$ cat src/ir_endec_pkg.sv
// constants for the infrared pulse encoder/decoder
package ir_endec_pkg;
   localparam int unsigned TICKS_PER_BIT  = 16;   // baud ticks per bit
   localparam logic [3:0]  TX_PULSE_START = 4'h7; // first high tick
   localparam logic [3:0]  TX_PULSE_END   = 4'hA; // first low tick after pulse
   localparam logic [3:0]  RX_UPDATE_CNT  = 4'h8; // rx level update point
   localparam logic [3:0]  RX_WIN_OPEN    = 4'hC; // window opens
   localparam logic [3:0]  CNT_LAST       = 4'hF;
   localparam logic [15:0] DIVISOR_RESET  = 16'hFFFF;
   localparam logic [15:0] DIVISOR_ONE    = 16'h0001;
   typedef enum logic [1:0]
   {
      RX_IDLE   = 2'b00,
      RX_FIRST  = 2'b01,
      RX_WINDOW = 2'b11
   } rx_state_e;
endpackage : ir_endec_pkg

$ cat src/infrared_pulse_endec.sv
// infrared pulse encoder/decoder between uart and ir transceiver
`timescale 1ns/100ps
module infrared_pulse_endec
#(
   parameter int unsigned BIT_TICKS = ir_endec_pkg::TICKS_PER_BIT, // baud ticks per bit
   parameter int unsigned DIVISOR_W = 16                           // divisor bits, two bytes
)
(
   input  wire logic       i_ref_clk,
   input  wire logic       i_sys_rst,
   input  wire logic       i_infrared_codec_enable,
   input  wire logic [7:0] i_divisor_high,
   input  wire logic [7:0] i_divisor_low,
   input  wire logic       i_uart_txd,
   input  wire logic       i_rxd_pin,
   output logic            o_txd_pin,
   output logic            o_uart_rxd,
   output logic            o_baud_tick,
   output logic            o_rx_busy
);
   import ir_endec_pkg::*;

   logic [15:0] baud_divisor_value;
   logic [15:0] div_cnt_q;
   logic [15:0] div_cnt_d;
   logic        tick_q;
   logic        tick;
   logic [3:0]  tx_cnt_q;
   logic        tx_bit_q;
   logic        tx_bit_d;
   logic        tx_pulse;
   logic        ir_modulated_out;
   logic        txd_pin_d;
   logic        rx_meta_q;
   logic        rx_sync_q;
   logic        rx_prev_q;
   logic        rx_fall;
   logic        ir_pulse_in;
   logic [3:0]  rx_cnt_q;
   logic [3:0]  rx_cnt_d;
   rx_state_e   rx_state_q;
   rx_state_e   rx_state_d;
   logic        rx_level_q;
   logic        rx_level_d;
   logic        bit_zero_q;
   logic        bit_zero_d;
   logic        uart_rxd_d;
   logic        tx_frame_end;
   logic [3:0]  rx_cnt_inc;
   logic        rx_at_update;
   logic        rx_at_window;
   logic        rx_busy_d;

   // counters are four bits and the divisor two bytes wide; other
   // values would need a wider datapath than this block has
   if (BIT_TICKS != 2 ** $bits(tx_cnt_q) || DIVISOR_W != $bits(baud_divisor_value))
   begin : g_param_check
      $error("infrared_pulse_endec: unsupported width parameters");
   end

   // window must open after the level update or a bit is never decoded
   if (RX_WIN_OPEN <= RX_UPDATE_CNT || TX_PULSE_END <= TX_PULSE_START)
   begin : g_count_check
      $error("infrared_pulse_endec: inconsistent count constants");
   end

   // next value of a four-bit tick counter; wraps from fifteen to zero
   function automatic logic [3:0] next_count(input logic [3:0] cnt);
      next_count = cnt + 4'h1;
   endfunction : next_count

   // divisor zero is treated as one so the tick never stops
   assign baud_divisor_value = {i_divisor_high, i_divisor_low};
   assign tick      = tick_q;
   assign div_cnt_d = (div_cnt_q >= baud_divisor_value || div_cnt_q == DIVISOR_RESET) ?
                      DIVISOR_ONE : div_cnt_q + DIVISOR_ONE;

   // divisor count: one tick per divisor clocks, 16 per bit gives
   always_ff @(posedge i_ref_clk)
   begin
      if (i_sys_rst)
         div_cnt_q <= DIVISOR_ONE;
      else
         div_cnt_q <= div_cnt_d;
   end

   // baud tick, registered; a one-clock pulse for divisors above one, held high for divisors zero and one
   always_ff @(posedge i_ref_clk)
   begin
      if (i_sys_rst)
         tick_q <= 1'b0;
      else
         tick_q <= (div_cnt_q >= baud_divisor_value);
   end

   // transmit: bit sampled at tick fifteen, the last of each 16-tick frame
   assign tx_frame_end = tick && (tx_cnt_q == CNT_LAST);
   assign tx_bit_d = tx_frame_end ? i_uart_txd : tx_bit_q;
   assign tx_pulse = (tx_cnt_q >= TX_PULSE_START) && (tx_cnt_q < TX_PULSE_END);
   assign ir_modulated_out = ~tx_bit_q & tx_pulse & ~o_rx_busy;

   // free-running frame count; not aligned to txd edges
   always_ff @(posedge i_ref_clk)
   begin
      if (i_sys_rst)
         tx_cnt_q <= CNT_LAST;
      else if (tick)
         tx_cnt_q <= next_count(tx_cnt_q);
   end

   // bit held for a whole frame so a mid-frame txd change cannot chop a pulse
   always_ff @(posedge i_ref_clk)
   begin
      if (i_sys_rst)
         tx_bit_q <= 1'b1;
      else
         tx_bit_q <= tx_bit_d;
   end

   // pin selection; the uart stays untouched so holds by design
   assign txd_pin_d = i_infrared_codec_enable ? ir_modulated_out : i_uart_txd;
   assign uart_rxd_d = i_infrared_codec_enable ? rx_level_q : rx_sync_q;

   // receive pin synchroniser, first stage; read only by the second
   always_ff @(posedge i_ref_clk)
   begin
      if (i_sys_rst)
         rx_meta_q <= 1'b0;
      else
         rx_meta_q <= i_rxd_pin;
   end

   // second stage resets to the dark level so reset makes no false edge
   always_ff @(posedge i_ref_clk)
   begin
      if (i_sys_rst)
         rx_sync_q <= 1'b0;
      else
         rx_sync_q <= rx_meta_q;
   end

   // previous level for the falling edge detector
   always_ff @(posedge i_ref_clk)
   begin
      if (i_sys_rst)
         rx_prev_q <= 1'b0;
      else
         rx_prev_q <= rx_sync_q;
   end

   // pulses are active high; falling edge ends a pulse
   assign ir_pulse_in = rx_sync_q;
   assign rx_fall = rx_prev_q & ~ir_pulse_in & i_infrared_codec_enable;

   // counter decode shared by the RX_FIRST and RX_WINDOW decoder states
   assign rx_cnt_inc   = next_count(rx_cnt_q);
   assign rx_at_update = tick && (rx_cnt_inc == RX_UPDATE_CNT);
   assign rx_at_window = tick && (rx_cnt_inc == RX_WIN_OPEN);
   assign rx_busy_d    = (rx_state_d != RX_IDLE);

   // decoder: counter restarts on a falling edge in idle or window, window 12..8
   always_comb
   begin
      rx_state_d = rx_state_q;
      rx_cnt_d   = rx_cnt_q;
      rx_level_d = rx_level_q;
      bit_zero_d = bit_zero_q;
      case (rx_state_q)
         RX_IDLE:
         begin
            if (rx_fall)
            begin
               rx_state_d = RX_FIRST;
               rx_cnt_d   = 4'h0;
               bit_zero_d = 1'b1;
            end
         end
         RX_FIRST:
         begin
            if (tick)
               rx_cnt_d = rx_cnt_inc;
            if (rx_at_update)
            begin
               rx_level_d = ~bit_zero_q;
               bit_zero_d = 1'b0;
            end
            if (rx_at_window)
               rx_state_d = RX_WINDOW;
         end
         RX_WINDOW:
         begin
            if (tick)
               rx_cnt_d = rx_cnt_inc;
            if (rx_fall)
            begin
               rx_state_d = RX_FIRST;
               rx_cnt_d   = 4'h0;
               bit_zero_d = 1'b1;
            end
            else if (rx_at_update)
            begin
               rx_level_d = 1'b1;
               rx_state_d = RX_IDLE;
            end
         end
         default:
            rx_state_d = RX_IDLE;
      endcase
      if (!i_infrared_codec_enable)
      begin
         rx_state_d = RX_IDLE;
         rx_level_d = 1'b1;
      end
   end

   // decoder state; leaves idle only on a detected falling edge
   always_ff @(posedge i_ref_clk)
   begin
      if (i_sys_rst)
         rx_state_q <= RX_IDLE;
      else
         rx_state_q <= rx_state_d;
   end

   // ticks since the last falling edge
   always_ff @(posedge i_ref_clk)
   begin
      if (i_sys_rst)
         rx_cnt_q <= 4'h0;
      else
         rx_cnt_q <= rx_cnt_d;
   end

   // regenerated uart level; idles high like a uart line
   always_ff @(posedge i_ref_clk)
   begin
      if (i_sys_rst)
         rx_level_q <= 1'b1;
      else
         rx_level_q <= rx_level_d;
   end

   // pulse seen in the current bit, held until count eight
   always_ff @(posedge i_ref_clk)
   begin
      if (i_sys_rst)
         bit_zero_q <= 1'b0;
      else
         bit_zero_q <= bit_zero_d;
   end

   // transmit pin; resets high as a bypassed uart line idles
   always_ff @(posedge i_ref_clk)
   begin
      if (i_sys_rst)
         o_txd_pin <= 1'b1;
      else
         o_txd_pin <= txd_pin_d;
   end

   // uart receive level
   always_ff @(posedge i_ref_clk)
   begin
      if (i_sys_rst)
         o_uart_rxd <= 1'b1;
      else
         o_uart_rxd <= uart_rxd_d;
   end

   // baud tick for the uart, one clock behind the internal tick
   always_ff @(posedge i_ref_clk)
   begin
      if (i_sys_rst)
         o_baud_tick <= 1'b0;
      else
         o_baud_tick <= tick;
   end

   // busy from the next state so tx is blocked from the edge onward
   always_ff @(posedge i_ref_clk)
   begin
      if (i_sys_rst)
         o_rx_busy <= 1'b0;
      else
         o_rx_busy <= rx_busy_d;
   end
endmodule : infrared_pulse_endec

$ cat config.mk
export PLATFORM = sky130hd
export DESIGN_NAME = infrared_pulse_endec
export DESIGN_NICKNAME = d
export VERILOG_FILES = /design/src/ir_endec_pkg.sv /design/src/infrared_pulse_endec.sv
export SDC_FILE = /design/constraint.sdc
export NUM_CORES = 1
export LEC_CHECK = 0
export BUFFER_PORTS_ARGS = -buffer_cell sky130_fd_sc_hd__buf_4
export CAP_MARGIN = 20
export CORE_UTILIZATION = 45
export DETAILED_ROUTE_END_ITERATION = 7
export GPL_TIMING_DRIVEN = 0
export SLEW_MARGIN = 20
export SYNTH_ARGS = -nofsm -noshare
export SYNTH_HDL_FRONTEND = slang
export SYNTH_SLANG_ARGS = --single-unit
$ cat constraint.sdc
create_clock -name i_ref_clk -period 6.7 [get_ports i_ref_clk]
set_input_delay 2.01 -clock i_ref_clk [delete_from_list [all_inputs] [get_ports i_ref_clk]]
set_output_delay 2.01 -clock i_ref_clk [all_outputs]
set_load 0.01 [all_outputs]
# After elaboration in Yosys (flattened, before gate mapping)
# Cells that the tools add are included.
[word_totals] reg_bits=37 output_inout_bits=4 wordCells=76
[op_classes] addsub=3 n_lt_le_gt_ge=3 n_eq_ne=11 n_mux=19 n_bitwise=9 reduce_logical=16
[op_table] cell="$add A16 B1 Y16 const B" n=1
[op_table] cell="$eq A16 B16 Y1 const B" n=1
[op_table] cell="$ge A16 B16 Y1" n=1
[op_table] cell="$eq A4 B4 Y1 const B" n=3
[op_table] cell="$mux W4" n=3
[op_table] cell="$pmux W4 S3" n=1
[op_table] cell="$mux W2" n=5
[op_table] cell="$add A4 B1 Y4 const B" n=2
[op_table] cell="$ne A2 B2 Y1 const B" n=4
[op_table] cell="$mux W1" n=7
[op_table] cell="$pmux W2 S3" n=1
[op_table] cell="$reduce_bool A2 Y1" n=3
[op_table] cell="$reduce_or A2 Y1" n=3
[op_table] cell="$not A1 Y1" n=5
[op_table] cell="$and A1 B1 Y1" n=4
[op_table] cell="$ge A4 B3 Y1 const B" n=1
[op_table] cell="$logic_and A1 B1 Y1" n=4
[op_table] cell="$lt A4 B4 Y1 const B" n=1
[op_table] cell="$pmux W1 S2" n=2
[op_table] cell="$reduce_and A4 Y1" n=1
[op_table] cell="$reduce_and A3 Y1" n=1
[op_table] cell="$reduce_bool A3 Y1" n=1
[op_table] cell="$eq A2 B1 Y1 const B" n=1
[op_table] cell="$eq A2 B2 Y1 const B" n=1
[op_table] cell="4 further kinds" n=4

# Depth between registers and ports, before layout
# Gate-level depths: netlist (run 1).
[depth] word_depth=8 ltp_mapped=9 ltp_nobuf=7

# Least setup slack after synthesis (run 1)
# Ideal clock, no wire load.
[synth_path] path_type="input to register" start="in i_divisor_low[7]" end="reg div_cnt_q[0]" t_arrival_ps=3644 slack_ps=2929 path_stages=8 cell_sequence="inv_1 > ha_1 > a211oi_2 > o21ai_1 > a211o_1 > or3_1 > buf_6 > or3_1"
[synth_between] elab_chain_len=3
[synth_rtl] item="from (decl)" line="infrared_pulse_endec.sv:13" rtl="input wire logic [7:0] i_divisor_low,"
[synth_rtl] item="$ge A16 B16 Y1" line="infrared_pulse_endec.sv:75" rtl="assign div_cnt_d = (div_cnt_q >= baud_divisor_value || div_cnt_q == DIVISOR_RESET) ?"
[synth_rtl] item="$logic_or A1 B1 Y1" line="infrared_pulse_endec.sv:75"
[synth_rtl] item="$reduce_or A2 Y1 (no source line)"
[synth_rtl] item="to (signal assigned)" line="infrared_pulse_endec.sv:84" rtl="div_cnt_q <= div_cnt_d;"
[synth_rtl] item="to (decl)" line="infrared_pulse_endec.sv:24" rtl="logic [15:0] div_cnt_q;"
# No other way between the ends.
# A chain may end at the register's enable or synchronous reset.

# Worst setup path after layout (run 1)
[layout_path] start="in i_divisor_high[5]" end="reg div_cnt_q[1]"
[layout_between] elab_chain_len=3
[layout_rtl] item="from (decl)" line="infrared_pulse_endec.sv:12" rtl="input wire logic [7:0] i_divisor_high,"
[layout_rtl] item="$ge A16 B16 Y1" line="infrared_pulse_endec.sv:75"
[layout_rtl] item="$logic_or A1 B1 Y1" line="infrared_pulse_endec.sv:75"
[layout_rtl] item="$reduce_or A2 Y1 (no source line)"
# No other way between the ends.

==> metrics list, run 1 <==
* Count of distinct cell types in the synthesized netlist: 42
* Pin count of the biggest net entering global routing: 12
- Power comes to 0.412 mW.
- Routed Wire Length: 3640 um
- After clock tree synthesis, the clock-pin slew on the worst setup and hold paths is 0.07 ns.
- The number of global-route vias before repair was 1554.
- The routed design uses 127 um of met3 wire.
- The hold violation count in the final report came to 0.
- R2r setup slk: 4.47 ns
- Initial DRC count: 71
- In this run the critical register-to-register path is launched from div_cnt_q[13].
- The worst hold path begins at o_rx_busy.
- Count of maximum capacitance violations: 0
* Critical path class: primary input to register
- In this run the worst hold path is classified as register to register.
* Final-report setup violation count: 0
- The share of total power dissipated in the clock network is 0.359.
* Net switching fraction of the power: 0.235
* DIE WIDTH: 69.9 um
- Cell class contributing the biggest share of worst-path delay: simple AND/OR/NAND/NOR gates
* Syn_nets: 281
* GRT Util Overall: 0.170
* Final Non-Filler Cells: 319
- Min Tclk post-route: 3.70 ns
* Slowest cell on the critical path: sky130_fd_sc_hd__or4_1
- Counting both buffers and inverters, the worst setup path holds a total of 4.
- In the final design database the tool counted 311 nets.
- Top-level port count: 25
- Initial antenna violation count: 0
- Height of the die: 69.9 um
- Std cell rows: 24
- Placer congestion estimate: 0.779
- Antenna diode instance count: 0
* CP max FO: 10
* Dominant register cell in the synthesized netlist: sky130_fd_sc_hd__dfxtp_1
- The tree built by TritonCTS fans out to 37 sinks.
- Setup slack on the critical path of the routed design comes to 3.00 ns.
* RSZ-0062 raised after global routing: no
* Logic depth of the worst register-to-register path: 8
* Timing startpoint of the critical path: i_divisor_high[5]
* CTS-repair resized insts: 0
- For this run, the share of the core covered by cells in the final layout is 0.546.
- GRT Residual Overflow: 0
* Endpoint of the worst hold path: o_txd_pin
- Detailed placer's ending HPWL: 2800 um
- CP Data Arrival Time: 3.87 ns
- Counting flops with a built-in enable in the synthesized netlist gives 0.
- Maximum ir drop on the vdd rail: 0.106 mV
- The number of max-slew violations in the final report came to 0.
- For the final routed database, the setup TNS stands at 0 ns.
* Actual slew at the worst max-slew pin: 0.591 ns
* Number of standard cells after synthesis: 236
- Syn Area/Cell: 8.78 um^2
* Sum of routed wire segments on met1: 1940 um
- The worst setup path is captured at a register.
* Count of H-tree levels built during CTS: 2
- Post-CTS Setup Inserts: 0
* Core Box Area: 0.00438 mm^2
- Based on the critical path, the design can be clocked at up to 270 MHz.
- Part of the total power dissipated in combinational logic: 0.088
* Cell count after placement: 311
* Count of synthesis-stage warnings from yosys: 0
* Final clock period utilization by the worst path: 0.552
- For this run, the detailed router's first-pass iteration total came to 4.
- Buffers placed on the I/O ports in this run total 23.
- In the detailed route, the total length drawn on met2 is 1530 um.
- For this design the total switching power over the nets is 0.0969 mW.
* Sequential share of power: 0.553
- In this run the static leakage power is 1.06 nW.
- Hold Path Depth: 1
* Pint: 0.316 mW
- Insertion delay of the later-clocked pin in the worst-skew pair: 0.28 ns
- The cell area that synthesis handed to floorplanning was 0.00207 mm^2.
- Counting flops and latches in the post-synthesis netlist gives 37.
- Traced cell by cell, the critical path runs through buf_4 -> inv_1 -> ha_1 -> nand4_1 -> or4_1 -> a221oi_2 -> or3_1 -> buf_6 -> buf_12 -> nor3b_2.
- Pwr per Cell Area: 172 mW/mm^2
- Sequential-to-total area share from yosys stat: 0.357
- Clock root buffer: sky130_fd_sc_hd__clkbuf_8
* Global-route wire length before repair: 6630 um
* Fraction of layout cells with a size suffix above 1: 0.154
- The number of hold buffers added after CTS was 0.
* Mean number of vias per cell: 5.06
- After detailed routing, the number of remaining DRC violations is 0.
- The multi-input combinational cells in the finished layout cover a total of 0.00119 mm^2.
- The largest single stage delay on the critical path is 0.59 ns.
* Clock tree buffer depth: 2
* Result of the run: completed
* DIE AREA: 0.00488 mm^2
- Vias after detailed routing: 1614
- Required time reported for the critical path endpoint: 6.87 ns
- The worst register-to-register path ends at div_cnt_q[1].
* Remaining max-slew budget at the tightest pin: 0.603
* Top routing layer used: met4
* Worst Clk Skew: 0.00353 ns
- The detail route stage leaves a number of antenna-violating nets equal to 0.
- In the final routed layout, each cell accounts on average for 11.4 um.
* Initial Util: 0.473
- Async set-reset flop share out of synthesis: 0
* Area of all sequential standard cells: 741 um^2
- CTS Buf Count: 5
- Total of fill cells in the finished design: 426
* Pre-CTS WS: 2.65 ns
- Area growth from synthesis to layout: 15.4%
* Kind of start point of the critical path: primary input
* CTS tree: built
synthesized netlist by cell type, types with 3 or more instances:
| library cell | instances | area, um^2 |
|---|---|---|
| sky130_fd_sc_hd__a21oi_1 | 9 | 45.0 |
| sky130_fd_sc_hd__and3_1 | 4 | 25.0 |
| sky130_fd_sc_hd__dfxtp_1 | 37 | 741 |
| sky130_fd_sc_hd__ha_1 | 24 | 300 |
| sky130_fd_sc_hd__inv_1 | 27 | 101 |
| sky130_fd_sc_hd__mux2i_1 | 4 | 40.0 |
| sky130_fd_sc_hd__nand2_1 | 16 | 60.1 |
| sky130_fd_sc_hd__nand3_1 | 6 | 30.0 |
| sky130_fd_sc_hd__nand4_1 | 8 | 50.1 |
| sky130_fd_sc_hd__nor2_1 | 22 | 82.6 |
| sky130_fd_sc_hd__nor2b_1 | 4 | 25.0 |
| sky130_fd_sc_hd__nor3_1 | 12 | 60.1 |
| sky130_fd_sc_hd__o21ai_0 | 8 | 40.0 |
| sky130_fd_sc_hd__or3_1 | 3 | 18.8 |
| sky130_fd_sc_hd__xnor2_1 | 7 | 61.3 |
| sky130_fd_sc_hd__xor2_1 | 14 | 123 |
how the worst max path moves through the flow:
stage	end	slack (ns)	depth (start not counted)
after CTS	div_cnt_q[1]	2.96	10
after detailed placement	div_cnt_q[1]	2.65	10
after global placement	div_cnt_q[1]	2.66	10
final	div_cnt_q[1]	3.00	10
after floorplan	div_cnt_q[0]	2.93	8
after global routing	div_cnt_q[6]	2.88	10
layout make-up:
class	count	share of cell area
Sequential cell	37	0.309
Tap cell	52	0.0272
Clock inverter	2	0.00418
Clock buffer	6	0.0303
Timing Repair Buffer	23	0.0721
Inverter	27	0.0423
Buffer	5	0.0188
Multi-Input combinational cell	167	0.496
cells by family after synthesis:
family	after synthesis	share of synthesized area
and+or+nand+nor	86	0.214
DFF	37	0.357
AOI/OAI and AO/OA	32	0.106
buffers and inverters	32	0.0706
adders and majority gates	24	0.145
xor gates and xnor gates	21	0.0887
muxes	4	0.0193
flip-flops by register name, indices dropped and copies added (netlist names):
register,count
rx_cnt_q,4
tx_bit_q,1
rx_level_q,1
tx_cnt_q,4
ir_pulse_in,1
bit_zero_q,1
rx_prev_q,1
rx_state_q,2
o_txd_pin,1
o_uart_rxd,1
rx_meta_q,1
div_cnt_q,16
o_baud_tick,1
tick,1
o_rx_busy,1
power by group through the flow:
stage	logic (mW)	clock network [mW]	registers, mW
2_1_floorplan	0.0218	0	0.233
4_1_cts	0.0370	0.155	0.228
3_5_place_dp	0.0368	0	0.233
5_1_grt	0.0415	0.165	0.229
6_report	0.0363	0.148	0.228
3_3_place_gp	0.0363	0	0.233
layer usage:
metal / up-vias / GRT usage
li1: 866 / -
met1: 719 / 0.225
met2: 23 / 0.264
met3: 6 / 0.0592
met4: 0 / 0.0489
met5: - / 0
cells in the final DEF (no fill, tap or decap), types with 3 or more instances in the layout:
cell type                   n
sky130_fd_sc_hd__dfxtp_1   37
sky130_fd_sc_hd__nand2_1   16
sky130_fd_sc_hd__nor3_1    12
sky130_fd_sc_hd__xnor2_1    7
sky130_fd_sc_hd__xor2_1    14
sky130_fd_sc_hd__and3_1     4
sky130_fd_sc_hd__ha_1      24
sky130_fd_sc_hd__or3_1      3
sky130_fd_sc_hd__a21oi_1    9
sky130_fd_sc_hd__nor2b_1    4
sky130_fd_sc_hd__clkbuf_8   5
sky130_fd_sc_hd__buf_4     23
sky130_fd_sc_hd__nor2_1    22
sky130_fd_sc_hd__nand4_1    8
sky130_fd_sc_hd__mux2i_1    4
sky130_fd_sc_hd__inv_1     27
sky130_fd_sc_hd__nand3_1    6
sky130_fd_sc_hd__o21ai_0    8
per-stage QoR:
stage          hold slack (ns)  instance area, um^2
2_1_floorplan            0.414                 2070
3_3_place_gp             0.417                 2310
3_5_place_dp             0.427                 2310
4_1_cts                  0.445                 2390
5_1_grt                  0.478                 2390
6_report                 0.446                 2390
No activity file was read; power rests on OpenSTA's default activity.
==> run 2, diff against run 1 <==
- ABC_AREA: unset -> 1
- PLACE_DENSITY: unset -> 0.66
- clock period: 6.7 -> 3 ns (I/O delays scaled with it)
==> metrics list, run 2 <==
- Post-synth design cell area: 0.00226 mm^2
- The later pin in the worst-skew pair is clocked with a latency of 0.29 ns.
- Adding up every negative setup slack in the final design gives 0 ns.
* Number of buffers added to fix hold violations after cts: 0
- Count of maximum capacitance violations: 0
- The number of global-route vias before repair was 1649.
- Of the total synthesized cell area, the portion taken by full adders, half adders and majority gates is 0.133.
* Pint: 0.815 mW
- After clock tree synthesis, the repair step resized 0 gates.
- Commonest cells after routing, fill and taps aside: sky130_fd_sc_hd__nand2_1 (63), sky130_fd_sc_hd__inv_1 (56), sky130_fd_sc_hd__dfxtp_1 (37), sky130_fd_sc_hd__nor2_1 (33)
- The number of clock buffers added by TritonCTS is 5.
* Top-level port count: 25
- The worst setup path is captured at a register.
- The routed design has 4050 um of wire.
- Height of the die: 72.8 um
- Input and output buffers added on the ports amount to 24.
- The register with the most flip-flops in the layout has 16 of them.
- 0 antenna diodes ended up in the layout.
- Placer congestion estimate: 0.862
* Final core area utilization: 0.552
- Final slew viol count: 0
* DIE AREA: 0.00531 mm^2
* GRT Residual Overflow: 0
* Area leader, netlist: sky130_fd_sc_hd__dfxtp_1
* Post-CTS Setup Inserts: 0
- After the last flow step, the layout net total stands at 389.
* CP Data Arrival Time: 2.23 ns
- Detailed placement finished with a half-perimeter wire length of 3160 um.
* Max Clk Rate: 495 MHz
* Async set-reset flop share out of synthesis: 0
- Required time reported for the critical path endpoint: 3.21 ns
- Residual DRC count: 0
- Syn_nets: 358
- Of the total synthesized cell area, the portion taken by AND, OR, NAND and NOR gates is 0.306.
- The pre-antenna-repair detailed-routing pass consisted of 4 iterations.
- After synthesis, the most frequently instantiated cells are sky130_fd_sc_hd__nand2_1 (63), sky130_fd_sc_hd__inv_1 (56), sky130_fd_sc_hd__dfxtp_1 (37).
* Most common cell after layout, fill and taps aside: sky130_fd_sc_hd__nand2_1
- Clock root buffer: sky130_fd_sc_hd__clkbuf_8
* Average wire per cell in the routed design: 9.82 um
* Kind of start point of the critical path: primary input
- Type of the tightest min-delay check: register to register
* Main combinational cell family by area after synthesis: simple AND/OR/NAND/NOR gates
- After detailed routing, the number of vias per cell comes to 4.64.
- After detailed routing, the met3 layer carries 128 um of wire.
* Top routing layer used: met4
* Std cell rows: 25
- Headroom to the max-slew limit came out at 0.708.
- Leak pwr: 1.27 nW
- The first global-routing pass estimated 7100 um of wire.
* CTS tree: built
- The setup path with the least slack is of type primary input to register.
- Initial DRC count: 58
- Across all layers, the routed design uses 1913 vias.
- Count of synthesis-stage warnings from yosys: 0
* Clock tree buffer depth: 2
- Part of the total power dissipated in the clock network: 0.431
* Core Box Area: 0.00479 mm^2
- Area growth from synthesis to layout: 17.0%
- Entering global routing, the biggest net connects 13 pins.
- Register ranked first by flip-flop count: div_cnt_q
* Leading registers by flop count: div_cnt_q (16), rx_cnt_q (4), tx_cnt_q (4)
- The hold violation count in the final report came to 0.
- XOR/XNOR Fraction of Synth Area: 0.0504
* Sum of routed wire segments on met1: 2090 um
* Number of clock sinks seen by CTS: 37
- Sequential share of power: 0.483
- Net switching fraction of the power: 0.226
* Count of distinct cell types in the synthesized netlist: 26
- DIE WIDTH: 72.8 um
* Sequential-to-total area share from yosys stat: 0.328
- Number of standard cells after synthesis: 313
* Final clock period utilization by the worst path: 0.674
- CP max FO: 10
- In the final layout, the share of cells above drive strength 1 is 0.151.
* Synth Register Bits: 37
- The worst path needs 2.02 ns of the cycle, external delays included.
* RSZ-0062 raised after global routing: no
* Maximum ir drop on the vdd rail: 0.355 mV
- Area fraction of the dominant cell type after synthesis: 0.328
- Setup violations remaining at the end of the flow were counted as 0.
- Initial antenna violation count: 0
* Result of the run: completed
* Count of H-tree levels built during CTS: 2
- Area fraction in compound gates after synthesis: 0.0776
* Dominant register cell in the synthesized netlist: sky130_fd_sc_hd__dfxtp_1
- Actual slew at the worst max-slew pin: 0.438 ns
- Count of flip-flops with a built-in enable after synthesis: 0
- Antenna-violating nets left: 0
- Portion of netlist area occupied by mux cells: 0
- Across the routed clock network, the largest skew measured is 0.00740 ns.
- Syn Area/Cell: 7.22 um^2
- Part of the total power dissipated in combinational logic: 0.087
* Clk slew on worst S/H paths: 0.08 ns
- Sw power: 0.237 mW
- Routed met2 length: 1740 um
- Final total power: 1.05 mW
- GRT Util Overall: 0.173
- sky130_fd_sc_hd__nand2_1 is the most common cell in the netlist.
- Largest cells by area after synthesis: sky130_fd_sc_hd__dfxtp_1 (33%), sky130_fd_sc_hd__ha_1 (13%), sky130_fd_sc_hd__nand2_1 (10%), sky130_fd_sc_hd__inv_1 (9.3%), sky130_fd_sc_hd__nor2_1 (5.5%)
- Pwr per Cell Area: 398 mW/mm^2
- For this configuration, the core starts out at a cell density of 0.472.
## run 2: cell types whose count changed after synthesis, sizes merged, moves of 5 or more
cell	delta
a21oi	+9
inv	+29
nand2	+51
nand3	+6
nor2	+15
nor3	+6
o21ai	+5
xor2	-5
## run 2: worst paths after layout
kind                     startpoint            to  slack, ns  cells past startpoint
setup / recovery  i_divisor_high[5]  div_cnt_q[1]       0.98                      9
hold / removal            rx_meta_q   ir_pulse_in       0.41                      2
setup reg to reg       div_cnt_q[7]  div_cnt_q[1]       1.24                      9
hold reg to reg           rx_meta_q   ir_pulse_in       0.41                      2
## run 2: cell families after synthesis
group,count (synthesis)
and+or+nand+nor,146
buffers and inverters,59
DFF,37
AOI/OAI and AO/OA,34
adders and majority gates,24
xor gates and xnor gates,13
## run 2: metrics by stage
step           instance area, um^2  worst slack (ns)  hold slack [ns]  std cells
6_report                      2640             0.978            0.406        412
5_1_grt                       2640             0.803            0.436        412
4_1_cts                       2640             0.952            0.408        412
3_5_place_dp                  2520             0.653            0.393        404
3_3_place_gp                  2520             0.695            0.399        404
2_1_floorplan                 2260             0.950            0.382        313
## run 2: layout make-up
cell class	count	area [um^2]
tap	67	83.8
timing repair buffer	24	180
inverter	56	210
fill	474	2140
buffer	3	26.3
clock inverter	2	37.5
multi-input combinational	217	1280
sequential	37	741
clock buffer	6	82.6
## run 2: power by group through the flow
stage	clock (mW)	combinational, mW	sequential [mW]
after CTS	0.464	0.0926	0.508
after global routing	0.480	0.107	0.510
after floorplan	0	0.0561	0.519
after global placement	0	0.0907	0.520
final	0.453	0.0912	0.508
after detailed placement	0	0.0918	0.520
## run 2: layer usage
layer,global-route usage,up-vias
met5,0,-
li1,-,1052
met1,0.226,826
met2,0.277,28
met4,0.0784,0
met3,0.0331,7
## run 2: critical path, stage by stage
cell and delay (ns):
sky130_fd_sc_hd__buf_4 0.07, sky130_fd_sc_hd__inv_1 0.03, sky130_fd_sc_hd__ha_1 0.30, sky130_fd_sc_hd__a21oi_1 0.13, sky130_fd_sc_hd__o21ai_0 0.09, sky130_fd_sc_hd__a21oi_1 0.21
sky130_fd_sc_hd__nand2_2 0.17, sky130_fd_sc_hd__buf_6 0.19, sky130_fd_sc_hd__nor3_1 0.14
